<file path="config.mk">
export PLATFORM = sky130hd
export DESIGN_NAME = retloop_decode
export DESIGN_NICKNAME = d
export VERILOG_FILES = /design/src/hw/retloop_pkg.sv /design/src/hw/cond_eval.sv /design/src/hw/retloop_decode.sv
export VERILOG_INCLUDE_DIRS = /design/src /design/src/hw
export SDC_FILE = /design/constraint.sdc
export NUM_CORES = 1
export LEC_CHECK = 0
export BUFFER_PORTS_ARGS = -buffer_cell sky130_fd_sc_hd__buf_2
export CAP_MARGIN = 15
export CORE_AREA = 2 2 147 149
export CTS_CLUSTER_DIAMETER = 40
export CTS_CLUSTER_SIZE = 25
export DETAILED_ROUTE_END_ITERATION = 8
export DIE_AREA = 0 0 149 151
export PLACE_DENSITY = 0.69
export SETUP_SLACK_MARGIN = 0.5
export SYNTH_ARGS = -nofsm -noshare
export SYNTH_HDL_FRONTEND = slang
export SYNTH_HIERARCHICAL = 1
export SYNTH_SLANG_ARGS = --single-unit
</file>
<file path="constraint.sdc">
create_clock -name clk_sys -period 4.7 [get_ports clk_sys]
set_input_delay 0.705 -clock clk_sys [delete_from_list [all_inputs] [get_ports clk_sys]]
set_output_delay 0.705 -clock clk_sys [all_outputs]
set_load 0.1 [all_outputs]
</file>
<file path="src/hw/retloop_consts.svh">
`ifndef RETLOOP_CONSTS_SVH
`define RETLOOP_CONSTS_SVH

// Register offsets on the plain register port.
`define ADDR_CTRL 4'h0
`define ADDR_STATUS 4'h4

// Field positions.
`define CTRL_DUAL_BIT 0
`define STATUS_ACTIVE_BIT 16
`define STATUS_SUPPRESS_BIT 17
`define RET_X_BIT 2
`define RET_J_BIT 1
`define RET_LR_BIT 0

// Termination and condition codes.
`define TERM_LCE 5'h0F
`define TERM_FOREVER 5'h1F
`define TERM_NEG_BIT 4

// Reset values.
`define CTRL_RESET 1'h0
`define COUNT_RESET 16'h0000

// Address of the first loop instruction relative to the setup instruction.
`define LOOP_START_STEP 24'h000001

`endif

</file>
<file path="src/hw/retloop_pkg.sv">
package retloop_pkg;

    typedef logic [23:0] pc_t;
    typedef logic [15:0] cnt_t;

    // Instruction classes handled by this decoder.
    typedef enum logic [2:0] {
        KIND_NONE = 3'h0,
        KIND_RET = 3'h1,
        KIND_LOOP_IMM = 3'h2,
        KIND_LOOP_UREG = 3'h3,
        KIND_LOOP_COND = 3'h4
    } instr_kind_e;

    // Decoded instruction fields.
    typedef struct packed {
        instr_kind_e kind;
        logic [2:0] ret_field;
        logic has_compute;
        logic else_compute;
        logic [4:0] cond;
        logic loop_f_mode;
        logic addr_relative;
        pc_t addr;
        cnt_t imm16;
        logic [3:0] ureg_sel;
    } instr_s;

    // Arithmetic status of one processing element.
    typedef struct packed {
        logic eq;
        logic lt;
        logic le;
        logic ac;
        logic av;
        logic mv;
        logic ms;
        logic sv;
        logic sz;
        logic tf;
        logic bit_test;
    } pe_status_s;

    // Entry pushed onto the loop address stack.
    typedef struct packed {
        pc_t end_addr;
        logic [4:0] term;
        logic f_active;
    } loop_entry_s;

endpackage

</file>
<file path="src/hw/cond_eval.sv">
`timescale 1ns/10ps
`include "retloop_consts.svh"

// Evaluates one five-bit condition code against one element's status.
module cond_eval
    import retloop_pkg::*;
(
    input wire logic [4:0] code,
    input pe_status_s status,
    input wire logic [3:0] flags,
    input wire logic lce,
    output logic result
);

    logic [15:0] tests;
    logic base;

    // Low codes are true tests; the top bit inverts them.
    assign tests = {lce, status.bit_test, status.tf, flags[3], flags[2], flags[1], flags[0],
                    status.sz, status.sv, status.ms, status.mv, status.av, status.ac,
                    status.le, status.lt, status.eq};
    assign base = tests[code[3:0]];
    assign result = code[`TERM_NEG_BIT] ? ~base : base;

endmodule

</file>
<file path="src/hw/retloop_decode.sv">
// Decided for this implementation: the register addresses and strobed register access.
`timescale 1ns/10ps
`include "retloop_consts.svh"

// Behaviour
// - Dual mode returns only when condition holds in both elements.
// - Dual mode, second element computes on the complementary register set.
// - Else-compute runs per element, only where the condition is false.
// - Single mode unconditional interrupt return runs return and compute together.
// - Single mode conditional return branches when true; else-compute runs when false.
// - Dual mode, first result to primary register, second to secondary file.
// - Return field is x, j, lr; interrupt return forces lr clear.
// - Counter loop loads count from 16-bit immediate or a universal register.
// - Every loop setup pushes the first loop instruction address on PC stack.
// - Counter loop pushes end address with count-expired condition on loop stack.
// - End address is absolute 24-bit or 24-bit offset from current PC.
// - Count is pushed and becomes current count; loop ends when it hits zero.
// - Instruction bit 23 picks E2-stage (0) or F1-stage (1) loop activation.
// - Conditional loop pushes end and condition; single mode ends when true.
// - Dual mode conditional loop ends only when true in both elements.
// - Five-bit code: low half true tests, high half negations, 11111 forever.
// - Interrupt return clears serviced bit in latch and mask pointer.
// - Subroutine return with loop reentry blocks a second count decrement.
// - Delayed-branch option makes the return delayed, otherwise non-delayed.
module retloop_decode
    import retloop_pkg::*;
#(
    parameter int IRQ_W = 32,
    parameter int IDX_W = 5
)
(
    input wire logic clk_sys,
    input wire logic rst_n,
    input wire logic [3:0] reg_addr,
    input wire logic [31:0] reg_wdata,
    input wire logic reg_wr,
    input wire logic reg_rd,
    output logic [31:0] reg_rdata,
    input wire logic instr_valid,
    input instr_s instr,
    input pe_status_s status_x,
    input pe_status_s status_y,
    input wire logic [3:0] flag_in,
    input pc_t pc,
    input wire logic [31:0] ureg_data,
    input wire logic [IDX_W-1:0] irq_index,
    input wire logic loop_dec_tick,
    input wire logic loop_exit,
    output logic ret_take,
    output logic ret_interrupt,
    output logic delayed_branch_option,
    output logic loop_reentry_option,
    output logic compute_x,
    output logic compute_y,
    output logic compute_y_complement,
    output logic pc_push,
    output pc_t pc_push_data,
    output logic loop_push,
    output loop_entry_s loop_push_data,
    output logic count_push,
    output cnt_t count_push_data,
    output logic [IRQ_W-1:0] latch_clear_mask,
    output logic [IRQ_W-1:0] mask_ptr_clear_mask,
    output cnt_t current_loop_count,
    output logic loop_active,
    output logic loop_done
);

    // Control and state registers.
    logic dual_element_mode;
    logic suppress_dec;
    logic [4:0] active_term;
    logic [3:0] flag_meta;
    logic [3:0] flag_sync;

    // Flag pins come from outside the clock domain and pass two flops.
    always_ff @(posedge clk_sys or negedge rst_n) begin
        if (!rst_n) begin
            flag_meta <= 4'h0;
            flag_sync <= 4'h0;
        end else begin
            flag_meta <= flag_in;
            flag_sync <= flag_meta;
        end
    end

    // Register port decode.
    logic wr_ctrl;
    logic rd_ctrl;
    logic rd_status;
    logic [31:0] status_word;
    logic [31:0] next_rdata;

    assign wr_ctrl = reg_wr && (reg_addr == `ADDR_CTRL);
    assign rd_ctrl = reg_rd && (reg_addr == `ADDR_CTRL);
    assign rd_status = reg_rd && (reg_addr == `ADDR_STATUS);
    assign status_word = {14'h0000, suppress_dec, loop_active, current_loop_count};
    assign next_rdata = rd_ctrl ? {31'h00000000, dual_element_mode} :
                        rd_status ? status_word : 32'h00000000;

    // Control write and read data, which stands only the cycle after the read.
    always_ff @(posedge clk_sys or negedge rst_n) begin
        if (!rst_n) begin
            dual_element_mode <= `CTRL_RESET;
            reg_rdata <= 32'h00000000;
        end else begin
            if (wr_ctrl) begin
                dual_element_mode <= reg_wdata[`CTRL_DUAL_BIT];
            end
            reg_rdata <= next_rdata;
        end
    end

    // Count-expired test seen by the condition logic.
    logic lce;

    assign lce = (current_loop_count == `COUNT_RESET);

    // Return condition, evaluated in each element.
    logic ret_raw_x;
    logic ret_raw_y;
    logic ret_uncond;
    logic cond_x;
    logic cond_y;

    cond_eval u_ret_x (
        .code(instr.cond),
        .status(status_x),
        .flags(flag_sync),
        .lce(lce),
        .result(ret_raw_x)
    );

    cond_eval u_ret_y (
        .code(instr.cond),
        .status(status_y),
        .flags(flag_sync),
        .lce(lce),
        .result(ret_raw_y)
    );

    // Code 11111 on a return means no condition at all.
    assign ret_uncond = (instr.cond == `TERM_FOREVER);
    assign cond_x = ret_uncond || ret_raw_x;
    assign cond_y = ret_uncond || ret_raw_y;

    // Return decode.
    logic is_ret;
    logic ret_x_bit;
    logic ret_j_bit;
    logic ret_lr_bit;
    logic ret_go;
    logic next_comp_x;
    logic next_comp_y;

    assign is_ret = instr_valid && (instr.kind == KIND_RET);
    assign ret_x_bit = instr.ret_field[`RET_X_BIT];
    assign ret_j_bit = instr.ret_field[`RET_J_BIT];
    assign ret_lr_bit = ~ret_x_bit & instr.ret_field[`RET_LR_BIT];
    // Dual mode needs both elements; single mode looks at the first only.
    assign ret_go = is_ret && (dual_element_mode ? (cond_x && cond_y) : cond_x);
    // Plain compute runs beside the return; else-compute only where false.
    assign next_comp_x = is_ret && instr.has_compute &&
                         (instr.else_compute ? ~cond_x : cond_x);
    assign next_comp_y = is_ret && instr.has_compute && dual_element_mode &&
                         (instr.else_compute ? ~cond_y : cond_y);

    // Interrupt clear mask for the serviced interrupt.
    logic ret_irq;
    logic [IRQ_W-1:0] irq_onehot;

    assign ret_irq = ret_go && ret_x_bit;
    assign irq_onehot = {{(IRQ_W-1){1'b0}}, 1'b1} << irq_index;

    // Return outputs, registered one cycle after the instruction.
    always_ff @(posedge clk_sys or negedge rst_n) begin
        if (!rst_n) begin
            ret_take <= 1'b0;
            ret_interrupt <= 1'b0;
            delayed_branch_option <= 1'b0;
            loop_reentry_option <= 1'b0;
            compute_x <= 1'b0;
            compute_y <= 1'b0;
            compute_y_complement <= 1'b0;
        end else begin
            ret_take <= ret_go;
            ret_interrupt <= ret_irq;
            delayed_branch_option <= ret_go && ret_j_bit;
            loop_reentry_option <= ret_go && ret_lr_bit;
            compute_x <= next_comp_x;
            compute_y <= next_comp_y;
            compute_y_complement <= next_comp_y;
        end
    end

    // Serviced interrupt bit is cleared in the latch and the mask pointer.
    always_ff @(posedge clk_sys or negedge rst_n) begin
        if (!rst_n) begin
            latch_clear_mask <= '0;
            mask_ptr_clear_mask <= '0;
        end else begin
            latch_clear_mask <= ret_irq ? irq_onehot : '0;
            mask_ptr_clear_mask <= ret_irq ? irq_onehot : '0;
        end
    end

    // Loop setup decode.
    logic is_cnt_loop;
    logic is_cond_loop;
    logic is_loop;
    pc_t end_addr;
    cnt_t load_count;
    loop_entry_s next_entry;

    assign is_cnt_loop = instr_valid && ((instr.kind == KIND_LOOP_IMM) || (instr.kind == KIND_LOOP_UREG));
    assign is_cond_loop = instr_valid && (instr.kind == KIND_LOOP_COND);
    assign is_loop = is_cnt_loop || is_cond_loop;
    // Absolute end address or a wrapping two's-complement offset from the PC.
    assign end_addr = instr.addr_relative ? pc_t'(pc + instr.addr) : instr.addr;
    assign load_count = (instr.kind == KIND_LOOP_IMM) ? instr.imm16 : ureg_data[15:0];
    assign next_entry.end_addr = end_addr;
    assign next_entry.term = is_cnt_loop ? `TERM_LCE : instr.cond;
    assign next_entry.f_active = instr.loop_f_mode;

    // Stack pushes, one-cycle pulses with registered data.
    always_ff @(posedge clk_sys or negedge rst_n) begin
        if (!rst_n) begin
            pc_push <= 1'b0;
            pc_push_data <= '0;
            loop_push <= 1'b0;
            loop_push_data <= '0;
            count_push <= 1'b0;
            count_push_data <= `COUNT_RESET;
        end else begin
            pc_push <= is_loop;
            pc_push_data <= pc_t'(pc + `LOOP_START_STEP);
            loop_push <= is_loop;
            loop_push_data <= next_entry;
            count_push <= is_cnt_loop;
            count_push_data <= load_count;
        end
    end

    // Decrement requests from the sequencer, filtered by the reentry guard.
    logic dec_ok;
    logic set_suppress;

    assign set_suppress = ret_go && ret_lr_bit;
    assign dec_ok = loop_dec_tick && !suppress_dec && !lce;

    // Current loop count and the one-shot reentry guard; a new set wins over consume.
    always_ff @(posedge clk_sys or negedge rst_n) begin
        if (!rst_n) begin
            current_loop_count <= `COUNT_RESET;
            suppress_dec <= 1'b0;
        end else begin
            if (is_cnt_loop) begin
                current_loop_count <= load_count;
            end else if (dec_ok) begin
                current_loop_count <= current_loop_count - 16'h0001;
            end
            if (set_suppress) begin
                suppress_dec <= 1'b1;
            end else if (loop_dec_tick || is_loop) begin
                suppress_dec <= 1'b0;
            end
        end
    end

    // Active loop and its termination code.
    always_ff @(posedge clk_sys or negedge rst_n) begin
        if (!rst_n) begin
            loop_active <= 1'b0;
            active_term <= `TERM_FOREVER;
        end else begin
            if (is_loop) begin
                loop_active <= 1'b1;
                active_term <= next_entry.term;
            end else if (loop_exit) begin
                loop_active <= 1'b0;
            end
        end
    end

    // Termination test of the active loop in each element.
    logic term_x;
    logic term_y;
    logic term_forever;
    logic term_hit;

    cond_eval u_term_x (
        .code(active_term),
        .status(status_x),
        .flags(flag_sync),
        .lce(lce),
        .result(term_x)
    );

    cond_eval u_term_y (
        .code(active_term),
        .status(status_y),
        .flags(flag_sync),
        .lce(lce),
        .result(term_y)
    );

    // Forever never ends; dual mode needs both elements to agree.
    assign term_forever = (active_term == `TERM_FOREVER);
    assign term_hit = dual_element_mode ? (term_x && term_y) : term_x;
    assign loop_done = loop_active && !term_forever && term_hit;

endmodule

</file>
==> flow_summary.toml, run 1 <==
[run_status]
run_status = "finished clean"

[grt]
grt.total_usage = 0.198
grt_pass1_wl_microns = 33800
grt_start_max_net_pins = 92
overflow = 0
grt_pass1_vias = 6381
antenna_found_initial = 0

[timing]
setup_violations = 0
worst-slew-pin-transition_ps = 1020
relSlewSlack = 0.315
worst_slack_ps = 454
grt_setup_unrepaired = "yes"
drv_slew = 0
hold_viol = 0
finalCriticalPeriod_ps = 4250
finalSetupTns_ps = 0
hold_slack_ps = 334
clock_skew_ps = 10.9
max_freq_mhz = 236
final.period_utilization = 0.903

[worst_setup_path]
worstPathArrival_ps = 3540
critPathLaunch = "current_loop_count[5]$_DFFE_PN0P_"
crit_type = "reg2out"
setup.worst_path.start_class = "register"
timing.rr.start = "current_loop_count[5]$_DFFE_PN0P_"
endpoint_kind = "primary output"
rrSetupSlack_ps = 810
crit_fanout = 5
critPathRequiredTime_ps = 3990

[drt]
vias = 6473
drt_pass1_iterations = 4
wl_per_cell_microns = 17.1
drc = 0
drt_iter0_drc = 241
postRouteAntennaNets = 0
wl_microns = 22300
vias_per_cell = 4.96

[cts]
ctsRootBufferMaster = "clkbuf_16"
clock_sinks = 160
cts.path.max_buffers = 2
clk_latency_ps = 420
cts_buffers = 17
htreeDepth = 4
cts_tree = "built"
path_clk_slew_ps = 70

[floorplanning]
die_y_microns = 151
ios = 383
start_util = 0.392
die_area_sq_um = 22500
num_rows = 53
die_x_microns = 149
core_sq_um = 20800

[cells_and_area]
antennaDiodeCount = 0
final_cell_mix = "buf_2, dfrtp_1, nor2_1, a21oi_1"
area_growth_pct = 27.7
final_cells = 1306
drive_gt1_frac = 0.410
final_common_cell = "buf_2"
nets = 1234
fin_area_sq_um = 10400

[placed_design]
dp.cells = 1268
numPortBuffers = 317
gp_congestion = 0.873
dpl.hpwl_microns = 17500
dp_slack_ps = 410
post_dp_cell_area_sq_um = 9750

[synthesis]
postSynthAreaPerCell_sq_um = 11.2
netlist_instances = 728
synth_edf_count = 0
synth-async-reset-ratio = 1.00
yosysUniqueCellTypes = 62
ys_seq_area_frac = 0.492
ys_ff_latch = 160
yosysWarnings = 6
synthFlopType = "dfrtp_1"
syn-cell-area_sq_um = 8150

[min_path]
hold_class = "in2async"

[pwr]
powerDensity_nw_per_um2 = 440
power_leakage_uw = 0.00521
vdd_drop_max_mv = 0.226

[flow_run]
max-cap-violations = 0
-- final timing paths --
kind	to	depth (start not counted)
max	loop_done	10
min	loop_push_data[28]$_DFF_PN0_	1
max reg2reg	mask_ptr_clear_mask[13]$_DFF_PN0_	14
min reg2reg	flag_sync[3]$_DFF_PN0_	0
max in group asynchronous	count_push_data[6]$_DFF_PN0_	2
min in group clk_sys	flag_sync[3]$_DFF_PN0_	0
-- kinds of logic (layout without fill, tap and decap cells) --
logic type,count (synthesis),in the layout,share of synthesized area
and+or+nand+nor,221,221,0.135
DFF,160,160,0.492
AOI/OAI and AO/OA,111,111,0.0847
buffers and inverters,87,377,0.0637
xor gates and xnor gates,62,62,0.0666
muxes,59,59,0.116
adders and majority gates,27,27,0.0424
other,1,14,0.000460
-- sequential cells by signal (all words and copies together) (netlist names), 4 cells and up --
name and count:
mask_ptr_clear_mask 32, loop_push_data 30, pc_push_data 24, reg_rdata 18, count_push_data 16, current_loop_count 16
active_term 5, flag_meta 4, flag_sync 4
-- cell usage after synthesis, types with 5 or more instances --
library cell,instances,area share
o22a_1,9,0.0097
mux2_2,35,0.048
clkbuf_1,9,0.0041
inv_1,18,0.0083
ha_1,26,0.040
and3_1,11,0.0084
o211ai_1,6,0.0055
nor3_1,11,0.0068
mux4_1,16,0.052
nand3_1,16,0.0098
xor2_1,27,0.029
xnor2_1,35,0.038
dfstp_2,5,0.016
a21oi_1,40,0.025
nor2b_1,7,0.0054
nand4_1,6,0.0046
nand2_1,35,0.016
nor2_1,81,0.037
and2_1,19,0.015
nand2b_1,7,0.0054
a21o_1,6,0.0055
buf_4,48,0.044
dfrtp_1,155,0.48
o21ai_0,25,0.015
buf_1,6,0.0028
-- layout make-up --
type / count / area, sq um
repair buffers: 326 / 1680
inverters: 19 / 71.3
multi-input cells: 494 / 3710
clock buffers: 18 / 439
well taps: 275 / 344
flip-flops and latches: 160 / 4020
fillers: 1890 / 10400
clock inverters: 14 / 144
-- routing by layer --
layer | routed length [microns] | GRT usage | up-vias
li1 | - | - | 3079
met1 | 8510 | 0.226 | 3084
met4 | 641 | 0.0790 | 0
met5 | 0 | 0 | -
met2 | 11600 | 0.360 | 269
met3 | 1550 | 0.0446 | 41
-- worst max-delay path, stage by stage (launching register included) --
cell and delay (ps):
dfrtp_4 500, or3_4 400, or4_4 450, or4_4 460, nor2_4 140, mux4_1 230, mux4_2 240, xor2_1 160
o211ai_1 150, a31oi_4 200, buf_12 200
-- stage by stage --
| step | total power, uW | utilization |
|---|---|---|
| after global routing | 4780 | 0.500 |
| final | 4580 | 0.500 |
| after floorplan | 2870 | - |
| after detailed placement | 3220 | 0.468 |
| after CTS | 4610 | 0.499 |
| after global placement | 3210 | 0.468 |
-- what timing repair did --
action                     in CTS  in global routing
buffers inserted                3                  3
gates resized for setup         7                  1
pin swaps                       3                  0
setup endpoints to repair       2                  2
hold buffers                    0                  0
-- report_power, final --
group | internal (uW) | switching, uW | total (uW)
Combinational | 372 | 1220 | 1590
Sequential | 1510 | 117 | 1620
Clock | 722 | 640 | 1360
No activity file was read; power rests on OpenSTA's default activity.
==> run 2: changes to the inputs <==
--- a/config.mk
+++ b/config.mk
@@ -8,11 +8,11 @@
 export LEC_CHECK = 0
 export BUFFER_PORTS_ARGS = -buffer_cell sky130_fd_sc_hd__buf_2
 export CAP_MARGIN = 15
-export CORE_AREA = 2 2 147 149
+export CORE_AREA = 2 2 150 152
 export CTS_CLUSTER_DIAMETER = 40
 export CTS_CLUSTER_SIZE = 25
 export DETAILED_ROUTE_END_ITERATION = 8
-export DIE_AREA = 0 0 149 151
+export DIE_AREA = 0 0 152 154
 export PLACE_DENSITY = 0.69
 export SETUP_SLACK_MARGIN = 0.5
 export SYNTH_ARGS = -nofsm -noshare
==> constraint.sdc (replaced) <==
create_clock -name clk_sys -period 3.7 [get_ports clk_sys]
set_input_delay 0.555 -clock clk_sys [delete_from_list [all_inputs] [get_ports clk_sys]]
set_output_delay 0.555 -clock clk_sys [all_outputs]
set_load 0.1 [all_outputs]
==> run 2 against run 1 <==
The run now ends with negative setup slack left. Critical path depth is the same. First-iteration DRC count rose by 47%. Sequential cell count unchanged. Count of clock-buffer cells in the layout did not move. Core utilization is 0.35 points lower. Worst hold slack worse by 180 ps. Design area grew 3.4%. Clock power increased by 34%. Wire length rose by 3.1%. Sequential share of layout area shrank 1.3 points. Clock skew is 4.2 ps lower. Sequential power increased by 24%. Critical path type unchanged. Critical endpoint unchanged. Highest routed layer unchanged.
==> flow_summary.toml, run 2 (same netlist as run 1, synthesis figures left out) <==
[grt]
overflow = 0
grt.total_usage = 0.198
antenna_found_initial = 0
grt_pass1_wl_microns = 36700
grt_pass1_vias = 6691
grt_start_max_net_pins = 77

[timing]
finalCriticalPeriod_ps = 4110
drv_slew = 0
clock_skew_ps = 6.68
worst_slack_ps = -407
hold_slack_ps = 158
max_freq_mhz = 243
relSlewSlack = 0.509
final.period_utilization = 1.11
grt_setup_unrepaired = "yes"
hold_viol = 0
worst-slew-pin-transition_ps = 737
setup_violations = 27

[worst_setup_path]
crit_fanout = 4
crit_type = "reg2out"
endpoint_kind = "primary output"
setup.worst_path.start_class = "register"
critPathRequiredTime_ps = 3140
rrSetupSlack_ps = -100
worstPathArrival_ps = 3550

[cells_and_area]
final_common_cell = "buf_2"
final_cell_mix = "buf_2, dfrtp_1, nor2_1, a21oi_1"
nets = 1251
top_register = "mask_ptr_clear_mask"
area_growth_pct = 32.1
antennaDiodeCount = 0
fillers = 1999
largest_reg_flops = 32
largestRegisters = "mask_ptr_clear_mask x32, loop_push_data x30, pc_push_data x24"
drive_gt1_frac = 0.457

[floorplanning]
die_area_sq_um = 23400
start_util = 0.376
core_sq_um = 21700
ios = 383
num_rows = 54
die_y_microns = 154
die_x_microns = 152

[drt]
wl_microns = 23000
wl_per_cell_microns = 17.3
drt_iter0_drc = 354
drc = 0
drt_pass1_iterations = 6
vias = 6606
vias_per_cell = 4.97
postRouteAntennaNets = 0

[flow_run]
max-cap-violations = 0

[cts]
ctsRootBufferMaster = "clkbuf_16"
htreeDepth = 4
hold_buffers = 0
cts.path.max_buffers = 2
clk_latency_ps = 420
cts_tree = "built"
cts_buffers = 17
path_clk_slew_ps = 70
clock_sinks = 160

[pwr]
switchingPower_uw = 2510
power_frac_comb = 0.361
p_sw_frac = 0.419
powerDensity_nw_per_um2 = 557
power_frac_seq = 0.334
total_power_uw = 6000
vdd_drop_max_mv = 0.299
pwr-share-clk = 0.304
power_leakage_uw = 0.00536
p_int_uw = 3480

[run_status]
violations = "negative setup slack"
run_status = "finished, violations left"

[placed_design]
gp_congestion = 0.915
numPortBuffers = 317
dpl.hpwl_microns = 17900

[min_path]
hold_class = "in2async"
run 2: changes by cell type in the layout (fill, tap and decap cells not counted), moves of 3 or more:
cell     delta
nand2_1     -6
nand2_4     +4
nor2_4      +3
nor2_2     +20
nor2_1     -23
buf_4      +14
run 2: timing repair:
item                                    in CTS  in global routing
resized for setup                           11                 28
buffers inserted                             4                  1
pin swaps                                    2                  0
endpoints found under the setup margin      37                 40
run 2: stage by stage:
stage	area [sq um]	std cells	setup WS [ps]	util	setup TNS [ps]
final	10800	1328	-407	0.496	-1730
after global routing	10800	1328	-549	0.496	-7250
after CTS	10700	1327	-443	0.491	-443
after detailed placement	9990	1291	-53.6	0.461	-517
after global placement	9990	1291	-6.28	0.461	-6.28
after floorplan	8310	741	-523	-	-2040
run 2: path summary, 6_finish.rpt:
check / startpoint / endpoint / cells after the start
setup / recovery: current_loop_count[6]$_DFFE_PN0P_ / loop_done / 10
hold / removal: rst_n / loop_push_data[6]$_DFF_PN0_ / 1
setup reg to reg: current_loop_count[6]$_DFFE_PN0P_ / mask_ptr_clear_mask[9]$_DFF_PN0_ / 15
hold reg to reg: flag_meta[3]$_DFF_PN0_ / flag_sync[3]$_DFF_PN0_ / 0
max in group asynchronous: rst_n / active_term[4]$_DFFE_PN1P_ / 2
min in group clk_sys: flag_in[3] / flag_meta[3]$_DFF_PN0_ / 1
run 2: area by class of cell:
class / count / area, sq um / share of cell area
repair buffers: 343 / 1820 / 0.169
inverters: 19 / 71.3 / 0.00662
clock inverters: 14 / 166 / 0.0155
well taps: 280 / 350 / 0.0325
flip-flops and latches: 160 / 4020 / 0.374
clock buffers: 18 / 439 / 0.0408
multi-input cells: 494 / 3890 / 0.362
run 2: layer usage:
layer / global-route usage / part of all wire / vias to the layer above
li1: - / - / 3111
met1: 0.239 / 0.40 / 3185
met2: 0.353 / 0.52 / 290
met3: 0.0502 / 0.070 / 20
met4: 0.0512 / 0.013 / 0
met5: 0 / 0 / -
run 2: power groups by stage:
| stage | logic, uW | registers [uW] | clock network (uW) |
|---|---|---|---|
| after floorplan | 605 | 3040 | 0 |
| after global placement | 2130 | 2040 | 0 |
| after detailed placement | 2150 | 2040 | 0 |
| after CTS | 2170 | 2010 | 1870 |
| after global routing | 2270 | 2030 | 1950 |
| final | 2170 | 2010 | 1820 |
run 2: worst max-delay path: stages, from the launching register on:
cell and delay [ps]:
dfrtp_4 470, or3_4 390, or4_4 510, or4_4 460, nor2_4 130, mux4_1 240
mux4_2 250, xor2_1 150, o211ai_1 140, a31oi_4 210, buf_12 200
==> run 3: changes to the inputs <==
--- a/config.mk
+++ b/config.mk
@@ -13,7 +13,7 @@
 export CTS_CLUSTER_SIZE = 25
 export DETAILED_ROUTE_END_ITERATION = 8
 export DIE_AREA = 0 0 152 154
-export PLACE_DENSITY = 0.69
+export PLACE_DENSITY = 0.65
 export SETUP_SLACK_MARGIN = 0.5
 export SYNTH_ARGS = -nofsm -noshare
 export SYNTH_HDL_FRONTEND = slang
==> constraint.sdc (replaced) <==
create_clock -name clk_sys -period 3.58 [get_ports clk_sys]
set_input_delay 0.537 -clock clk_sys [delete_from_list [all_inputs] [get_ports clk_sys]]
set_output_delay 0.537 -clock clk_sys [all_outputs]
set_load 0.1 [all_outputs]
==> run 3 against run 2 <==
Die area unchanged. Critical path depth unchanged. Via count down 0.20%. Largest cell class unchanged. Total power up 2.0%. Sequential share of layout area up 0.10 points. Worst setup slack worse by 71 ps. Sequential power up 4%. Non-clock buffer count down 2. Register-to-register slack about the same. Cell count down 0.15%. The flow still finishes with violations (negative setup slack).
==> flow_summary.toml, run 3 (same netlist as run 1, synthesis figures left out) <==
[run_status]
run_status = "finished, violations left"
violations = "negative setup slack"

[timing]
worst_slack_ps = -478
hold_viol = 0
final.period_utilization = 1.13
setup_violations = 18
max_freq_mhz = 246
drv_slew = 0
relSlewSlack = 0.470
worst-slew-pin-transition_ps = 795
grt_setup_unrepaired = "yes"
finalCriticalPeriod_ps = 4060
clock_skew_ps = 9.44

[drt]
postRouteAntennaNets = 0
wl_microns = 22700
drt_pass1_iterations = 4
drc = 0
vias = 6593
vias_per_cell = 4.97
drt_iter0_drc = 307
wl_per_cell_microns = 17.1

[cts]
clk_latency_ps = 420
cts_buffers = 17
cts_tree = "built"
ctsRootBufferMaster = "clkbuf_16"
htreeDepth = 4
hold_buffers = 0
clock_sinks = 160
cts.path.max_buffers = 2
path_clk_slew_ps = 70

[placed_design]
gp_congestion = 0.927
dp_slack_ps = -158
dpl.hpwl_microns = 17700
numPortBuffers = 317

[cells_and_area]
final_common_cell = "buf_2"
final_cell_mix = "buf_2, dfrtp_1, nor2_1, a21oi_1"
area_growth_pct = 31.8
drive_gt1_frac = 0.456
antennaDiodeCount = 0
nets = 1249
final_core_util = 0.495
largestRegisters = "mask_ptr_clear_mask x32, loop_push_data x30, pc_push_data x24"
largest_reg_flops = 32
top_register = "mask_ptr_clear_mask"

[worst_setup_path]
critPathRequiredTime_ps = 3040
crit_fanout = 4
endpoint_kind = "primary output"
crit_type = "reg2out"
setup.worst_path.start_class = "register"
worstPathArrival_ps = 3520

[pwr]
total_power_uw = 6120
vdd_drop_max_mv = 0.307
powerDensity_nw_per_um2 = 569
power_leakage_uw = 0.00533

[grt]
antenna_found_initial = 0
grt_pass1_vias = 6640
overflow = 0
use_met2 = 0.346
grt_pass1_wl_microns = 36100
met1_usage = 0.238
busiest_layer = "met2"
use_met3 = 0.0561
grt_start_max_net_pins = 87
grt.total_usage = 0.195

[floorplanning]
num_rows = 54
die_x_microns = 152
start_util = 0.376
die_area_sq_um = 23400
ios = 383
die_y_microns = 154
core_sq_um = 21700

[min_path]
hold_class = "in2async"

[flow_run]
max-cap-violations = 0
-- run 3: cell types whose count changed in the layout (fill, tap and decap cells not counted), moves of 3 or more --
cell / before / now
nor2_2: 21 / 17
inv_6: 6 / 2
clkinv_4: 1 / 4
nor2_4: 4 / 7
-- run 3: critical path, stage by stage, from the launching register on --
cell and delay, ps:
dfrtp_4 480, or3_4 390, or4_4 490, or4_4 470, nor2_4 130, mux4_1 220
mux4_2 250, xor2_1 150, o211ai_1 140, a31oi_4 190, buf_12 190
-- run 3: worst paths after layout --
| check | startpoint | endpoint | slack (ps) | depth (start not counted) |
|---|---|---|---|---|
| setup / recovery | current_loop_count[6]$_DFFE_PN0P_ | loop_done | -480 | 10 |
| hold / removal | rst_n | loop_push_data[8]$_DFF_PN0_ | 180 | 1 |
| setup reg to reg | current_loop_count[6]$_DFFE_PN0P_ | mask_ptr_clear_mask[14]$_DFF_PN0_ | -110 | 14 |
| hold reg to reg | flag_meta[1]$_DFF_PN0_ | flag_sync[1]$_DFF_PN0_ | 360 | 0 |
| max in group asynchronous | rst_n | active_term[4]$_DFFE_PN1P_ | 2590 | 2 |
| min in group clk_sys | instr[45] | loop_push_data[0]$_DFF_PN0_ | 220 | 1 |
-- run 3: area by class of cell --
cell class / count / area (sq um)
Sequential cell: 160 / 4030
Inverter: 19 / 71.3
Clock buffer: 18 / 439
Clock inverter: 14 / 153
Tap cell: 280 / 350
Multi-Input combinational cell: 494 / 3910
Fill cell: 2033 / 10900
Timing Repair Buffer: 341 / 1800
-- run 3: repair_timing --
item,in CTS,in global routing
pin swaps,2,1
endpoints found under the setup margin,40,44
endpoints found under the hold margin,0,0
setup buffers,1,1
cloned,0,0
resized for setup,9,28
-- run 3: where the power goes --
| group | internal, uW | switching, uW |
|---|---|---|
| clock network | 1000 | 819 |
| logic | 536 | 1660 |
| registers | 1980 | 123 |
-- run 3: metrics by stage --
step	hold slack, ps	std cells	TNS (ps)	area [sq um]
after floorplan	241	741	-5920	8310
after global placement	333	1292	-1290	10000
after detailed placement	344	1292	-1890	10000
after CTS	197	1325	-2070	10600
after global routing	192	1326	-4720	10700
final	176	1326	-1950	10700
-- run 3: metal layers --
metal  share of wire  wire, microns  up-vias
li1                -              -     3110
met1            0.41           9330     3191
met2            0.51          11500      278
met3           0.073           1660       14
met4          0.0071            161        0
met5               0              0        -
